### src/inc/pdq_params.svh
// Offsets, field positions, reset values and sizes of the queue base map
// Behaviour
// - Four read/write 32-bit registers hold each logical manager's base address.
// - Reset loads manager zero with 0x34020000; managers one to three clear.
// - TX queue bus addresses are built from one logical manager base.
// - Pend source first manager uses logical zero; second uses logical two.
// - Each TX channel has a 32-byte slot: register A at 0x000, B at 0x004.
// - Slot offsets 0x008 to 0x01F are reserved, holding no channel registers.
// - Base registers sit at global offsets 0x10, 0x14, 0x18 and 0x1c.
`ifndef PDQ_PARAMS_SVH
`define PDQ_PARAMS_SVH
`define PDQ_ADDR_W 12
`define PDQ_QM_COUNT 4
`define PDQ_QM_OFFSET 12'h010
`define PDQ_QM_SPAN 12'h010
`define PDQ_QM0_RESET 32'h34020000
`define PDQ_QMX_RESET 32'h00000000
`define PDQ_TX_REGION 12'h400
`define PDQ_TX_CHANNELS 4
`define PDQ_SLOT_SPAN 12'h080
`define PDQ_SLOT_A 5'h00
`define PDQ_SLOT_B 5'h04
`define PDQ_TXA_ENABLE 31
`define PDQ_TXA_TEARDOWN 30
`define PDQ_TXA_PAUSE 29
`define PDQ_TXB_EINFO 30
`define PDQ_TXB_PSWORDS 29
`define PDQ_TXB_MONO 24
`define PDQ_QNUM_W 12
`define PDQ_QUEUE_SHIFT 4
`define PDQ_MGR_ZERO 2'h0
`define PDQ_MGR_TWO 2'h2
`endif

### src/inc/pdq_pkg.sv
// Types shared by the queue base map
package pdq_pkg;
  typedef struct packed {
    logic valid;
    logic [11:0] qnum;
  } queue_req_s;
  typedef struct packed {
    logic enable;
    logic teardown;
    logic pause;
  } chan_ctrl_s;
  typedef struct packed {
    logic filt_einfo;
    logic filt_pswords;
    logic aif_mono;
  } chan_mode_s;
  typedef struct packed {
    logic hit_qm;
    logic [1:0] qm_idx;
    logic hit_a;
    logic hit_b;
    logic hit_rsv;
    logic [1:0] ch;
  } decode_s;
endpackage

### src/design/packet_dma_queue_base_map.sv
// Queue manager base registers, TX channel slots and TX queue addressing
//
// Register access over APB was left to the implementer.
`timescale 1ns/1ns
`include "pdq_params.svh"
module packet_dma_queue_base_map (
  input wire logic CLOCK_IN,
  input wire logic RESETN_IN,
  input wire logic PSEL_IN,
  input wire logic PENABLE_IN,
  input wire logic PWRITE_IN,
  input wire logic [11:0] PADDR_IN,
  input wire logic [31:0] PWDATA_IN,
  output logic [31:0] PRDATA_OUT,
  output logic PREADY_OUT,
  output logic PSLVERR_OUT,
  input wire pdq_pkg::queue_req_s TX_QREQ_IN,
  input wire logic PEND_SECOND_IN,
  output logic [31:0] TX_QADDR_OUT,
  output logic TX_QADDR_VALID_OUT,
  output pdq_pkg::chan_ctrl_s [3:0] TX_CTRL_OUT,
  output pdq_pkg::chan_mode_s [3:0] TX_MODE_OUT
);

  logic [31:0] qm_base_ff [4];
  pdq_pkg::chan_ctrl_s [3:0] ctrl_ff;
  pdq_pkg::chan_mode_s [3:0] mode_ff;
  logic [31:0] rdata_ff;
  logic slverr_ff;
  logic [31:0] qaddr_ff;
  logic qvalid_ff;
  logic [1:0] mgr_sel;
  logic setup;
  logic wr_access;
  pdq_pkg::decode_s dec;
  logic [31:0] nxt_rdata;
  logic nxt_slverr;

  // Address decode shared by the read and write paths
  function automatic pdq_pkg::decode_s decode(input logic [11:0] addr);
    pdq_pkg::decode_s d;
    logic [11:0] rel;
    d = '0;
    rel = addr - `PDQ_TX_REGION;
    if (addr >= `PDQ_QM_OFFSET &&
        addr < (`PDQ_QM_OFFSET + `PDQ_QM_SPAN)) begin
      d.hit_qm = 1'b1;
      d.qm_idx = addr[3:2];
    end else if (addr >= `PDQ_TX_REGION &&
                 addr < (`PDQ_TX_REGION + `PDQ_SLOT_SPAN)) begin
      d.ch = rel[6:5];
      if ({rel[4:2], 2'b00} == `PDQ_SLOT_A) begin
        d.hit_a = 1'b1;
      end else if ({rel[4:2], 2'b00} == `PDQ_SLOT_B) begin
        d.hit_b = 1'b1;
      end else begin
        d.hit_rsv = 1'b1;
      end
    end
    return d;
  endfunction

  // Bus phase qualifiers
  assign setup = PSEL_IN && !PENABLE_IN;
  assign wr_access = PSEL_IN && PENABLE_IN && PWRITE_IN;
  assign dec = decode(PADDR_IN);

  // Zero wait states: read data is prepared during setup
  assign PREADY_OUT = 1'b1;
  assign PRDATA_OUT = rdata_ff;
  assign PSLVERR_OUT = slverr_ff;

  // Read mux; reserved slot words answer zero without error
  always_comb begin
    nxt_rdata = 32'h00000000;
    nxt_slverr = 1'b0;
    if (dec.hit_qm) begin
      nxt_rdata = qm_base_ff[dec.qm_idx];
    end else if (dec.hit_a) begin
      nxt_rdata[`PDQ_TXA_ENABLE] = ctrl_ff[dec.ch].enable;
      nxt_rdata[`PDQ_TXA_TEARDOWN] = ctrl_ff[dec.ch].teardown;
      nxt_rdata[`PDQ_TXA_PAUSE] = ctrl_ff[dec.ch].pause;
    end else if (dec.hit_b || dec.hit_rsv) begin
      nxt_rdata = 32'h00000000;
    end else begin
      nxt_slverr = 1'b1;
    end
  end

  // Read data and error flag captured at setup, held through access
  always_ff @(posedge CLOCK_IN or negedge RESETN_IN) begin
    if (!RESETN_IN) begin
      rdata_ff <= 32'h00000000;
      slverr_ff <= 1'b0;
    end else if (setup) begin
      rdata_ff <= PWRITE_IN ? 32'h00000000 : nxt_rdata;
      slverr_ff <= nxt_slverr;
    end
  end

  // Logical manager base registers
  always_ff @(posedge CLOCK_IN or negedge RESETN_IN) begin
    if (!RESETN_IN) begin
      qm_base_ff[0] <= `PDQ_QM0_RESET;
      qm_base_ff[1] <= `PDQ_QMX_RESET;
      qm_base_ff[2] <= `PDQ_QMX_RESET;
      qm_base_ff[3] <= `PDQ_QMX_RESET;
    end else if (wr_access && dec.hit_qm) begin
      qm_base_ff[dec.qm_idx] <= PWDATA_IN;
    end
  end

  // Channel slot registers; reserved words fall through untouched
  generate
    for (genvar c = 0; c < `PDQ_TX_CHANNELS; c++) begin : g_chan
      always_ff @(posedge CLOCK_IN or negedge RESETN_IN) begin
        if (!RESETN_IN) begin
          ctrl_ff[c] <= '0;
          mode_ff[c] <= '0;
        end else if (wr_access && dec.ch == 2'(c)) begin
          if (dec.hit_a) begin
            ctrl_ff[c].enable <= PWDATA_IN[`PDQ_TXA_ENABLE];
            ctrl_ff[c].teardown <= PWDATA_IN[`PDQ_TXA_TEARDOWN];
            ctrl_ff[c].pause <= PWDATA_IN[`PDQ_TXA_PAUSE];
          end
          // Mode bits are write only; change them only while disabled (writes here land whatever the enable bit holds)
          if (dec.hit_b) begin
            mode_ff[c].filt_einfo <= PWDATA_IN[`PDQ_TXB_EINFO];
            mode_ff[c].filt_pswords <= PWDATA_IN[`PDQ_TXB_PSWORDS];
            mode_ff[c].aif_mono <= PWDATA_IN[`PDQ_TXB_MONO];
          end
        end
      end
    end
  endgenerate

  assign TX_CTRL_OUT = ctrl_ff;
  assign TX_MODE_OUT = mode_ff;

  // Pend source picks logical zero or logical two
  assign mgr_sel = PEND_SECOND_IN ? `PDQ_MGR_TWO : `PDQ_MGR_ZERO;

  // Queue address is base plus sixteen bytes per queue
  always_ff @(posedge CLOCK_IN or negedge RESETN_IN) begin
    if (!RESETN_IN) begin
      qaddr_ff <= 32'h00000000;
      qvalid_ff <= 1'b0;
    end else begin
      qvalid_ff <= TX_QREQ_IN.valid;
      if (TX_QREQ_IN.valid) begin
        qaddr_ff <= qm_base_ff[mgr_sel] + 32'({TX_QREQ_IN.qnum,
                    4'h0});
      end
    end
  end

  assign TX_QADDR_OUT = qaddr_ff;
  assign TX_QADDR_VALID_OUT = qvalid_ff;
endmodule

### config.mk
export PLATFORM = sky130hd
export DESIGN_NAME = packet_dma_queue_base_map
export DESIGN_NICKNAME = d
export VERILOG_FILES = /design/src/inc/pdq_pkg.sv /design/src/design/packet_dma_queue_base_map.sv
export VERILOG_INCLUDE_DIRS = /design/src /design/src/inc
export SDC_FILE = /design/constraint.sdc
export NUM_CORES = 1
export LEC_CHECK = 0
export CAP_MARGIN = 25
export CORE_AREA = 10 10 173 175
export CTS_CLUSTER_SIZE = 14
export DETAILED_ROUTE_END_ITERATION = 6
export DIE_AREA = 0 0 183 185
export DONT_BUFFER_PORTS = 1
export PLACE_DENSITY = 0.55
export SLEW_MARGIN = 20
export SYNTH_ARGS = -nofsm -noshare
export SYNTH_HDL_FRONTEND = slang
export SYNTH_SLANG_ARGS = --single-unit
### constraint.sdc
create_clock -name CLOCK_IN -period 2.34 [get_ports CLOCK_IN]
set_input_delay 0.351 -clock CLOCK_IN [delete_from_list [all_inputs] [get_ports CLOCK_IN]]
set_output_delay 0.351 -clock CLOCK_IN [all_outputs]
set_load 0.03 [all_outputs]
# --- Yosys cells after proc, flatten, opt, wreduce, memory -nomap -nowiden ---
# Index checks and enable logic that the tools add are counted.
op_classes:
  addsub: 2
  order_cmp: 8
  n_eq_ne: 4
  mux: 25
  bitwise_logic: 2
  n_reduce_logical: 23
op_table:
  columns: ["op", "count"]
  rows:
  - ["$mux W32", 7]
  - ["$bmux W32 S2", 2]
  - ["$bwmux W128", 1]
  - ["$demux W32 S2", 1]
  - ["$add A32 B16 Y32", 1]
  - ["$reduce_and A2 Y1", 8]
  - ["$ge A12 B11 Y1 const B", 1]
  - ["$ge A12 B5 Y1 const B", 1]
  - ["$lt A12 B11 Y1 const B", 1]
  - ["$lt A12 B6 Y1 const B", 1]
  - ["$logic_and A1 B1 Y1", 11]
  - ["$mux W5", 2]
  - ["$mux W3", 3]
  - ["$sub A7 B1 Y7 const B", 1]
  - ["$bmux W3 S2", 1]
  - ["$ge A3 B3 Y1 const B", 2]
  - ["$mux W1", 6]
  - ["$not A2 Y3", 2]
  - ["$eq A2 B2 Y1 const B", 2]
  - ["$mux W2", 2]
  - ["$eq A3 B1 Y1 const B", 1]
  - ["$logic_not A3 Y1", 1]
  - ["$lt A2 B3 Y1 const B", 1]
  - ["$lt A3 B1 Y1 const B", 1]
  - ["4 further kinds", 4]
totals:
  reg_bits: 218
  input_bits: 63
  out_inout_bits: 91
  word_cells: 96

# --- Depth between registers and ports, before layout ---
# Gate-level depths: netlist of run 1.
depth:
  word_depth: 11
  mapped_depth: 13

# --- Least setup slack after synthesis of run 1 ---
# Ideal clock, no wire load.
synth_path:
  kind: "input -> register"
  start: "input PEND_SECOND_IN"
  end: "register qaddr_ff[31], in the netlist TX_QADDR_OUT[31]"
  t_arrival_ps: 3653
  slack_ps: -1382
  stages: 12
  n_path_buf: 5
  path_cell_list: "buf_6 clkbuf_1 buf_1 buf_2 mux2_2 ha_1 buf_2 o21ai_0 a211oi_1 nand3_2 or4_1 nand3_1"
synth_between:
  elab_chain_cells: 6
synth_lines:
  columns: ["item", "line", "source"]
  rows:
  - ["from (decl)", "packet_dma_queue_base_map.sv:18", "input wire logic PEND_SECOND_IN,"]
  - ["$mux W2 (no line)", null, null]
  - ["$not A2 Y3 (not written as such)", "packet_dma_queue_base_map.sv:151", "qaddr_ff <= qm_base_ff[mgr_sel] + 32'({TX_QREQ_IN.qnum,"]
  - ["$bmux W32 S2", "packet_dma_queue_base_map.sv:151", null]
  - ["$mux W32 (not written as such) (2 in series)", "packet_dma_queue_base_map.sv:151", null]
  - ["$add A32 B16 Y32", "packet_dma_queue_base_map.sv:151", null]
  - ["to (signal assigned)", "packet_dma_queue_base_map.sv:151", null]
  - ["to (decl)", "packet_dma_queue_base_map.sv:30", "logic [31:0] qaddr_ff;"]
# No other way between the ends. The select of a mux whose other input is x is not followed.
# A chain may end at the register's enable or synchronous reset.

# --- Worst setup path after layout of run 1 ---
layout_path:
  start: "register qm_base_ff[100] (netlist name)"
  end: "register qaddr_ff[27], in the netlist TX_QADDR_OUT[27]"
layout_between:
  elab_chain_cells: 4
layout_lines:
  columns: ["item", "line", "source"]
  rows:
  - ["from (decl)", "packet_dma_queue_base_map.sv:25", "logic [31:0] qm_base_ff [4];"]
  - ["$bmux W32 S2", "packet_dma_queue_base_map.sv:151", null]
  - ["$mux W32 (not written as such) (2 in series)", "packet_dma_queue_base_map.sv:151", null]
  - ["$add A32 B16 Y32", "packet_dma_queue_base_map.sv:151", null]
# No other way between the ends. The select of a mux whose other input is x is not followed.

==> key figures, run 1 <==
Synth
  • Post-Synth Simple-Gate Area: 8.01%
  • Mux contribution to synthesized area: 21.4%
  • Ys Warns: 0
  • Post-synth EDFFs: 0
  • Post-Synth Adder-Cell Area: 1.64%
  • Asr flop ratio synth: 100%
  • Yosys top cell by area: dfrtp_1
  • Cells after synthesis: 849
  • Synth unique cells: 67
  • Post-synthesis compound-gate area fraction: 12.7%
  • Synth Area in XOR/XNOR: 0.927%
  • Combinational family with the most area after synthesis: multiplexers
  • Synth top area share: 51.5%
  • Sequential element share of the synthesized area: 52.5%
  • Average cell area after synthesis: 12.2 um2
  • #FFs+latches synth: 218
  • Synthesized area: 10400 um2
  • Syn nets: 925
  • Synth area leaders: dfrtp_1 (52%), mux2_2 (20%), a222oi_1 (2.9%), nand2_1 (2.5%), a21oi_1 (2.4%)
  • Most common flop cell mapped by yosys: dfrtp_1

Placed design
  • HPWL Detailed: 19400 um
  • Dpl ws: -273 ps
  • # port buffers: 0
  • GP Congestion: 0.766

Drt
  • Drt drc: 1
  • Vias: 7426
  • Routed WL: 29300 um
  • Pre-Repair DR Iteration Count: 7
  • WL/cell: 22.6 um
  • DRT iter0 DRCs: 533
  • Detail Route Antenna Nets: 0
  • Via density per instance: 5.73

GRT
  • First-pass GRT wire length: 45400 um
  • Vias in the first global route: 7760
  • Largest net degree at the start of global routing: 219
  • GRT overflow: 0
  • Initial antenna violation count: 1
  • All-Layer GR Usage: 16.9%

Final layout
  • Commonest non-fill, non-tap cell in the layout: dfrtp_1
  • Area grow syn2layout: 23.3%
  • Number of fill cells in the layout: 2395
  • Final Util: 48.2%
  • Ratio of cells with drive above 1 in the final layout: 36.8%
  • Nets: 1013
  • Most frequent cells in the layout: dfrtp_1 (214), mux2_2 (175), nand2_1 (68), buf_4 (67), a21oi_1 (48)

Worst setup path
  • Buf+Inv Stages, Crit Path: 2
  • Critical path data required time: 2740 ps
  • Max FO, Critical Path: 7
  • Top delay family on crit path: compound AO/OA/AOI/OAI gates
  • Setup Crit Path Kind: register to register
  • Worst setup EP type: register
  • Crit path top cell by count: buf_6
  • Critical path's largest stage delay: 450 ps
  • Crit-path slowest cell: a211oi_2
  • Crit path DAT: 2840 ps
  • Worst-path cell chain: mux2_4 -> ha_4 -> buf_6 -> a211oi_4 -> o211ai_1 -> a211oi_2 -> buf_6 -> nor2_1 -> a221o_1
  • Startpoint Class: register

STA
  • Worst slew pin tran: 603 ps
  • Final setup viols: 10
  • Final Worst Setup Slack: -102 ps
  • Final Cycle Share: 104%
  • Minimum clock period: 2440 ps
  • Worst slew margin: 58.7%
  • Worst clock skew: 4.22 ps
  • RSZ-0062 raised after global routing: true
  • Final Hold Fails: 218
  • Min Hold Slack: -460 ps
  • Fmax: 409 MHz
  • Max-slew violation count: 0

Flow run
  • Max Cap Viol: 0

Floorplan
  • # IOs: 154
  • Initial Util: 39.1%
  • Die X-Extent: 183 um
  • Die Height: 185 um
  • Core Footprint: 26600 um2
  • Die area: 33900 um2
  • FP Rows: 60

Power and ir drop
  • Overall power: 8.35 mW
  • Leakage: 6.10 nW
  • Worst vdd ir: 0.412 mV
  • Pwr dens: 652 nW/um2

Clocking
  • CTS sink count: 218
  • Root Buffer Master: clkbuf_16
  • Clock Pin Slew Worst Setup and Hold Paths: 60 ps
  • CTS Buffer Depth: 3
  • Post-CTS Hold Buffers: 35
  • CTS Buf Count: 25
  • H-tree depth: 1
  • Clk_lat worst skew: 510 ps
  • TritonCTS clock tree: built

Worst hold path
  • Hold Path Class: primary input to async pin

Outcome
  • Status: complete, but fails checks
  • Failing checks: DRC, hold timing, setup timing
-- report_power, final --
group	leakage, nW	total, mW	internal [mW]	switching (mW)
Sequential	2.99	3.90	3.81	0.0937
Combinational	2.67	0.281	0.144	0.137
Clock	0.445	4.16	2.63	1.54
Total	6.10	8.35	6.58	1.77
-- cell usage after synthesis, types with 8 or more instances --
library cell  count
dfrtp_1         214
mux2_2          180
nand2_1          68
a21oi_1          50
a21o_1           33
clkbuf_1         31
a222oi_1         30
nor2_1           22
nand3_1          19
o21ai_0          14
ha_1             12
mux2i_1          12
buf_2            11
nor3_1           11
inv_1             8
xnor2_1           8
-- state kept, by name, indices dropped and copies added, names as in the netlist --
register and flops:
PRDATA_OUT 32, PSLVERR_OUT 1, TX_CTRL_OUT 12, TX_MODE_OUT 12
TX_QADDR_OUT 32, TX_QADDR_VALID_OUT 1, qm_base_ff 128
-- stage by stage --
step / area, um2 / hold WS, ps / std cells / setup TNS, ps
final: 12800 / -460 / 1297 / -467
after detailed placement: 11300 / 66.9 / 1208 / -3810
after global placement: 11300 / 69.1 / 1208 / -3180
after CTS: 12600 / -485 / 1290 / -240
after global routing: 12800 / -484 / 1297 / -2050
after floorplan: 10500 / 55.4 / 849 / -8600
-- routing by layer --
metal | wire length [um] | track usage, % | vias to the layer above
met1 | 12700 | 22.1 | 3803
met4 | 461 | 3.74 | 0
met3 | 2640 | 5.39 | 34
li1 | - | - | 3369
met2 | 13500 | 26.9 | 220
met5 | 0 | 0 | -
-- final cells by class --
type	count	area [um2]	area share [%]
Inverter	8	30.0	0.234
Antenna cell	1	2.50	0.0195
Timing Repair Buffer	116	1100	8.58
Sequential cell	218	5460	42.6
Tap cell	341	427	3.33
Clock inverter	6	105	0.820
Clock buffer	39	788	6.15
Multi-Input combinational cell	568	4900	38.2
-- what timing repair did --
action / in CTS / in global routing
pin swaps: 7 / 14
setup buffers: 2 / 4
gates cloned: 0 / 1
gates resized for setup: 5 / 25
hold endpoints to repair: 389 / 218
setup endpoints to repair: 14 / 18
-- cells by family after synthesis --
family	count (synthesis)
AO/OA/AOI/OAI	183
XOR/XNOR	11
adder cells (fa/ha/maj)	13
buffers and inverters	63
flip-flops	218
multiplexers	196
other	1
AND/OR/NAND/NOR	164
-- worst paths after layout --
check	from	to	slack, ps	cells after the start
max reg2reg	qm_base_ff[100]	TX_QADDR_OUT[27]	-100	9
min reg2reg	qm_base_ff[0]	qm_base_ff[0]	510	1
min	RESETN_IN	TX_QADDR_OUT[3]	-460	0
max	qm_base_ff[100]	TX_QADDR_OUT[27]	-100	9
min in group CLOCK_IN	TX_QREQ_IN[12]	TX_QADDR_OUT[17]	10	2
max in group asynchronous	RESETN_IN	qm_base_ff[122]	2390	0
-- worst register-to-register path, cell delays in order, from the launching register on --
cell,delay [ps]
dfrtp_1,370
mux2_4,280
ha_4,170
buf_6,110
a211oi_4,250
o211ai_1,160
a211oi_2,450
buf_6,200
nor2_1,50
a221o_1,280
Power figures use the tool's default switching activity.
==> run 2, diff against run 1 <==
--- a/config.mk
+++ b/config.mk
@@ -7,12 +7,14 @@
 export NUM_CORES = 1
 export LEC_CHECK = 0
 export CAP_MARGIN = 25
+export CELL_PAD_IN_SITES_DETAIL_PLACEMENT = 0
+export CELL_PAD_IN_SITES_GLOBAL_PLACEMENT = 1
 export CORE_AREA = 10 10 173 175
 export CTS_CLUSTER_SIZE = 14
 export DETAILED_ROUTE_END_ITERATION = 6
 export DIE_AREA = 0 0 183 185
 export DONT_BUFFER_PORTS = 1
-export PLACE_DENSITY = 0.55
+export PLACE_DENSITY = 0.65
 export SLEW_MARGIN = 20
 export SYNTH_ARGS = -nofsm -noshare
 export SYNTH_HDL_FRONTEND = slang
==> run 2 against run 1 <==
Effect of this change:
- the run ends with hold timing, setup timing left
- routed wire length rose by 0.54%
- critical endpoint is now TX_QADDR_OUT[18]
- via count fell by 0.22%
- worst setup slack got worse by 61 ps
- global-route usage rose by 0.24 points
- clock power fell by 6.7%
- clock-buffer cell count fell by 5
==> key figures, run 2 (synthesized netlist as in run 1, its figures left out) <==
GRT
  • GRT overflow: 0 (unchanged)
  • First-pass GRT wire length: 46000 um (was 45400 um)
  • Layer with the highest usage: met2 (unchanged)
  • Largest net degree at the start of global routing: 219 (unchanged)
  • Initial antenna violation count: 3 (was 1)
  • Vias in the first global route: 7652 (was 7760)
  • M3 GR Usage: 5.15% (was 5.39%)
  • GR Util met1: 22.8% (was 22.1%)
  • GRT met2 Usage: 27.3% (was 26.9%)
  • All-Layer GR Usage: 17.2% (was 16.9%)

STA
  • Max-slew violation count: 0 (unchanged)
  • Worst slew margin: 60.8% (was 58.7%)
  • RSZ-0062 raised after global routing: true (unchanged)
  • Minimum clock period: 2500 ps (was 2440 ps)
  • Worst clock skew: 9.25 ps (was 4.22 ps)
  • Min Hold Slack: -463 ps (was -460 ps)
  • Final Worst Setup Slack: -163 ps (was -102 ps)
  • Final Cycle Share: 107% (was 104%)
  • Final Hold Fails: 218 (unchanged)
  • Fmax: 399 MHz (was 409 MHz)
  • Worst slew pin tran: 587 ps (was 603 ps)
  • Final setup viols: 12 (was 10)

Clocking
  • CTS Buffer Depth: 3 (unchanged)
  • Root Buffer Master: clkbuf_16 (unchanged)
  • CTS sink count: 218 (unchanged)
  • TritonCTS clock tree: built (unchanged)
  • CTS Buf Count: 25 (unchanged)
  • H-tree depth: 1 (unchanged)
  • Clock Pin Slew Worst Setup and Hold Paths: 60 ps (about the same)
  • Clk_lat worst skew: 520 ps (was 510 ps)

Worst setup path
  • Worst R2R Start: qm_base_ff[100] (unchanged)
  • Critical path data required time: 2750 ps (was 2740 ps)
  • Crit path DAT: 2910 ps (was 2840 ps)
  • Worst setup EP type: register (unchanged)
  • Setup Crit Path Kind: register to register (unchanged)
  • Reg2reg path depth: 9 (unchanged)
  • Worst reg2reg path endpoint: TX_QADDR_OUT[18] (was TX_QADDR_OUT[27])
  • Max FO, Critical Path: 4 (was 7)
  • Flop2flop setup slack: -160 ps (was -100 ps)
  • Startpoint Class: register (unchanged)

Placed design
  • Placed Area: 11300 um2 (about the same)
  • GP Congestion: 0.781 (was 0.766)
  • # port buffers: 0 (unchanged)
  • HPWL Detailed: 19500 um (was 19400 um)

Drt
  • Pre-Repair DR Iteration Count: 5 (was 7)
  • Routed WL: 29500 um (was 29300 um)
  • Drt drc: 0 (was 1)
  • DRT iter0 DRCs: 553 (was 533)
  • WL/cell: 22.5 um (was 22.6 um)
  • Vias: 7410 (was 7426)
  • Detail Route Antenna Nets: 0 (unchanged)
  • Via density per instance: 5.66 (was 5.73)

Final layout
  • Final Instance Area: 12900 um2 (was 12800 um2)
  • Most flops, register: qm_base_ff (unchanged)
  • Nets: 1026 (was 1013)
  • Area grow syn2layout: 23.7% (was 23.3%)
  • Most frequent cells in the layout: dfrtp_1 (214), mux2_2 (175), buf_4 (74), nand2_1 (68), a21oi_1 (45) (was dfrtp_1 (214), mux2_2 (175), nand2_1 (68), buf_4 (67), a21oi_1 (48))
  • Commonest non-fill, non-tap cell in the layout: dfrtp_1 (unchanged)
  • Ratio of cells with drive above 1 in the final layout: 37.1% (was 36.8%)
  • Largest register FFs: 128 (unchanged)

Worst hold path
  • Hold Path Class: primary input to async pin (unchanged)

Floorplan
  • Die Height: 185 um (unchanged)
  • Die X-Extent: 183 um (unchanged)
  • Die area: 33900 um2 (unchanged)
  • Initial Util: 39.1% (unchanged)
  • FP Rows: 60 (unchanged)
  • Core Footprint: 26600 um2 (unchanged)
  • # IOs: 154 (unchanged)

Outcome
  • Failing checks: hold timing, setup timing (was DRC, hold timing, setup timing)
  • Status: complete, but fails checks (unchanged)

Power and ir drop
  • Net Sw Power: 1.81 mW (was 1.77 mW)
  • Portion of total power attributed to the clock network: 48.0% (was 49.9%)
  • Pwr dens: 628 nW/um2 (was 652 nW/um2)
  • Int Pwr: 6.27 mW (was 6.58 mW)
  • Worst vdd ir: 0.396 mV (was 0.412 mV)
  • Switching share of power: 22.4% (was 21.2%)
  • Leakage: 6.09 nW (was 6.10 nW)
  • Seq pwr share: 48.3% (was 46.8%)
  • Logic gate share of total power: 3.6% (was 3.4%)

Flow run
  • Max Cap Viol: 0 (unchanged)
## run 2: changes by cell type in the layout (fill, tap and decap cells not counted), sizes merged
cell,before,now
dlygate4sd3,35,43
diode,1,2
bufinv,3,2
clkinv,3,5
buf,80,84
clkbuf,40,35
clkinvlp,0,2
a32o,1,2
## run 2: repair_timing
item | 4_1_cts | 5_1_grt
endpoints found under the setup margin | 15 | 18
hold buffers | 42 | 1
gates cloned | 1 | 1
hold endpoints to repair | 390 | 219
resized for setup | 8 | 32
buffers inserted | 1 | 7
pin swaps | 6 | 17
## run 2: worst max path at each step
stage	cells after the start	startpoint	to
4_1_cts	9	qm_base_ff[100]	TX_QADDR_OUT[18]
5_1_grt	8	qm_base_ff[100]	TX_QADDR_OUT[20]
6_report	9	qm_base_ff[100]	TX_QADDR_OUT[18]
3_3_place_gp	8	PEND_SECOND_IN	TX_QADDR_OUT[24]
3_5_place_dp	8	PEND_SECOND_IN	TX_QADDR_OUT[20]
2_1_floorplan	12	PEND_SECOND_IN	TX_QADDR_OUT[30]
## run 2: critical path, stage by stage, from the launching register on
cell and delay, ps:
dfrtp_1 380, mux2_4 280, ha_4 170, fa_2 350
a211oi_2 220, o211ai_1 250, buf_4 250, a32oi_2 160
xor2_1 90, o311ai_1 260
## run 2: routing by layer
layer  share of wire (%)  up-vias
li1                    -     3399
met1                  44     3780
met2                  47      195
met3                 7.6       34
met4                 1.3        2
met5               0.044        -
## run 2: through the flow
stage / power (mW) / setup TNS [ps] / utilization, % / std cells / setup WS, ps
after global routing: 8.39 / -2480 / 48.4 / 1309 / -282
after CTS: 8.17 / -1030 / 47.5 / 1298 / -132
after detailed placement: 4.15 / -4540 / 42.6 / 1211 / -303
final: 8.08 / -1130 / 48.4 / 1309 / -163
after global placement: 4.15 / -3660 / 42.6 / 1211 / -259
after floorplan: 4.14 / -8600 / - / 849 / -587
## run 2: layout make-up
cell class                      count  area (um2)
Antenna cell                        2        5.00
Clock buffer                       34         699
Clock inverter                      9         100
Fill cell                        2423       13700
Inverter                            8        30.0
Multi-Input combinational cell    569        4960
Sequential cell                   218        5460
Tap cell                          341         427
Timing Repair Buffer              128        1180
## run 2: power by group through the flow
stage / Clock [mW] / Combinational (mW) / Sequential (mW)
2_1_floorplan: 0 / 0.173 / 3.96
3_3_place_gp: 0 / 0.177 / 3.97
3_5_place_dp: 0 / 0.178 / 3.97
4_1_cts: 3.98 / 0.282 / 3.91
5_1_grt: 4.16 / 0.322 / 3.91
6_report: 3.88 / 0.295 / 3.90
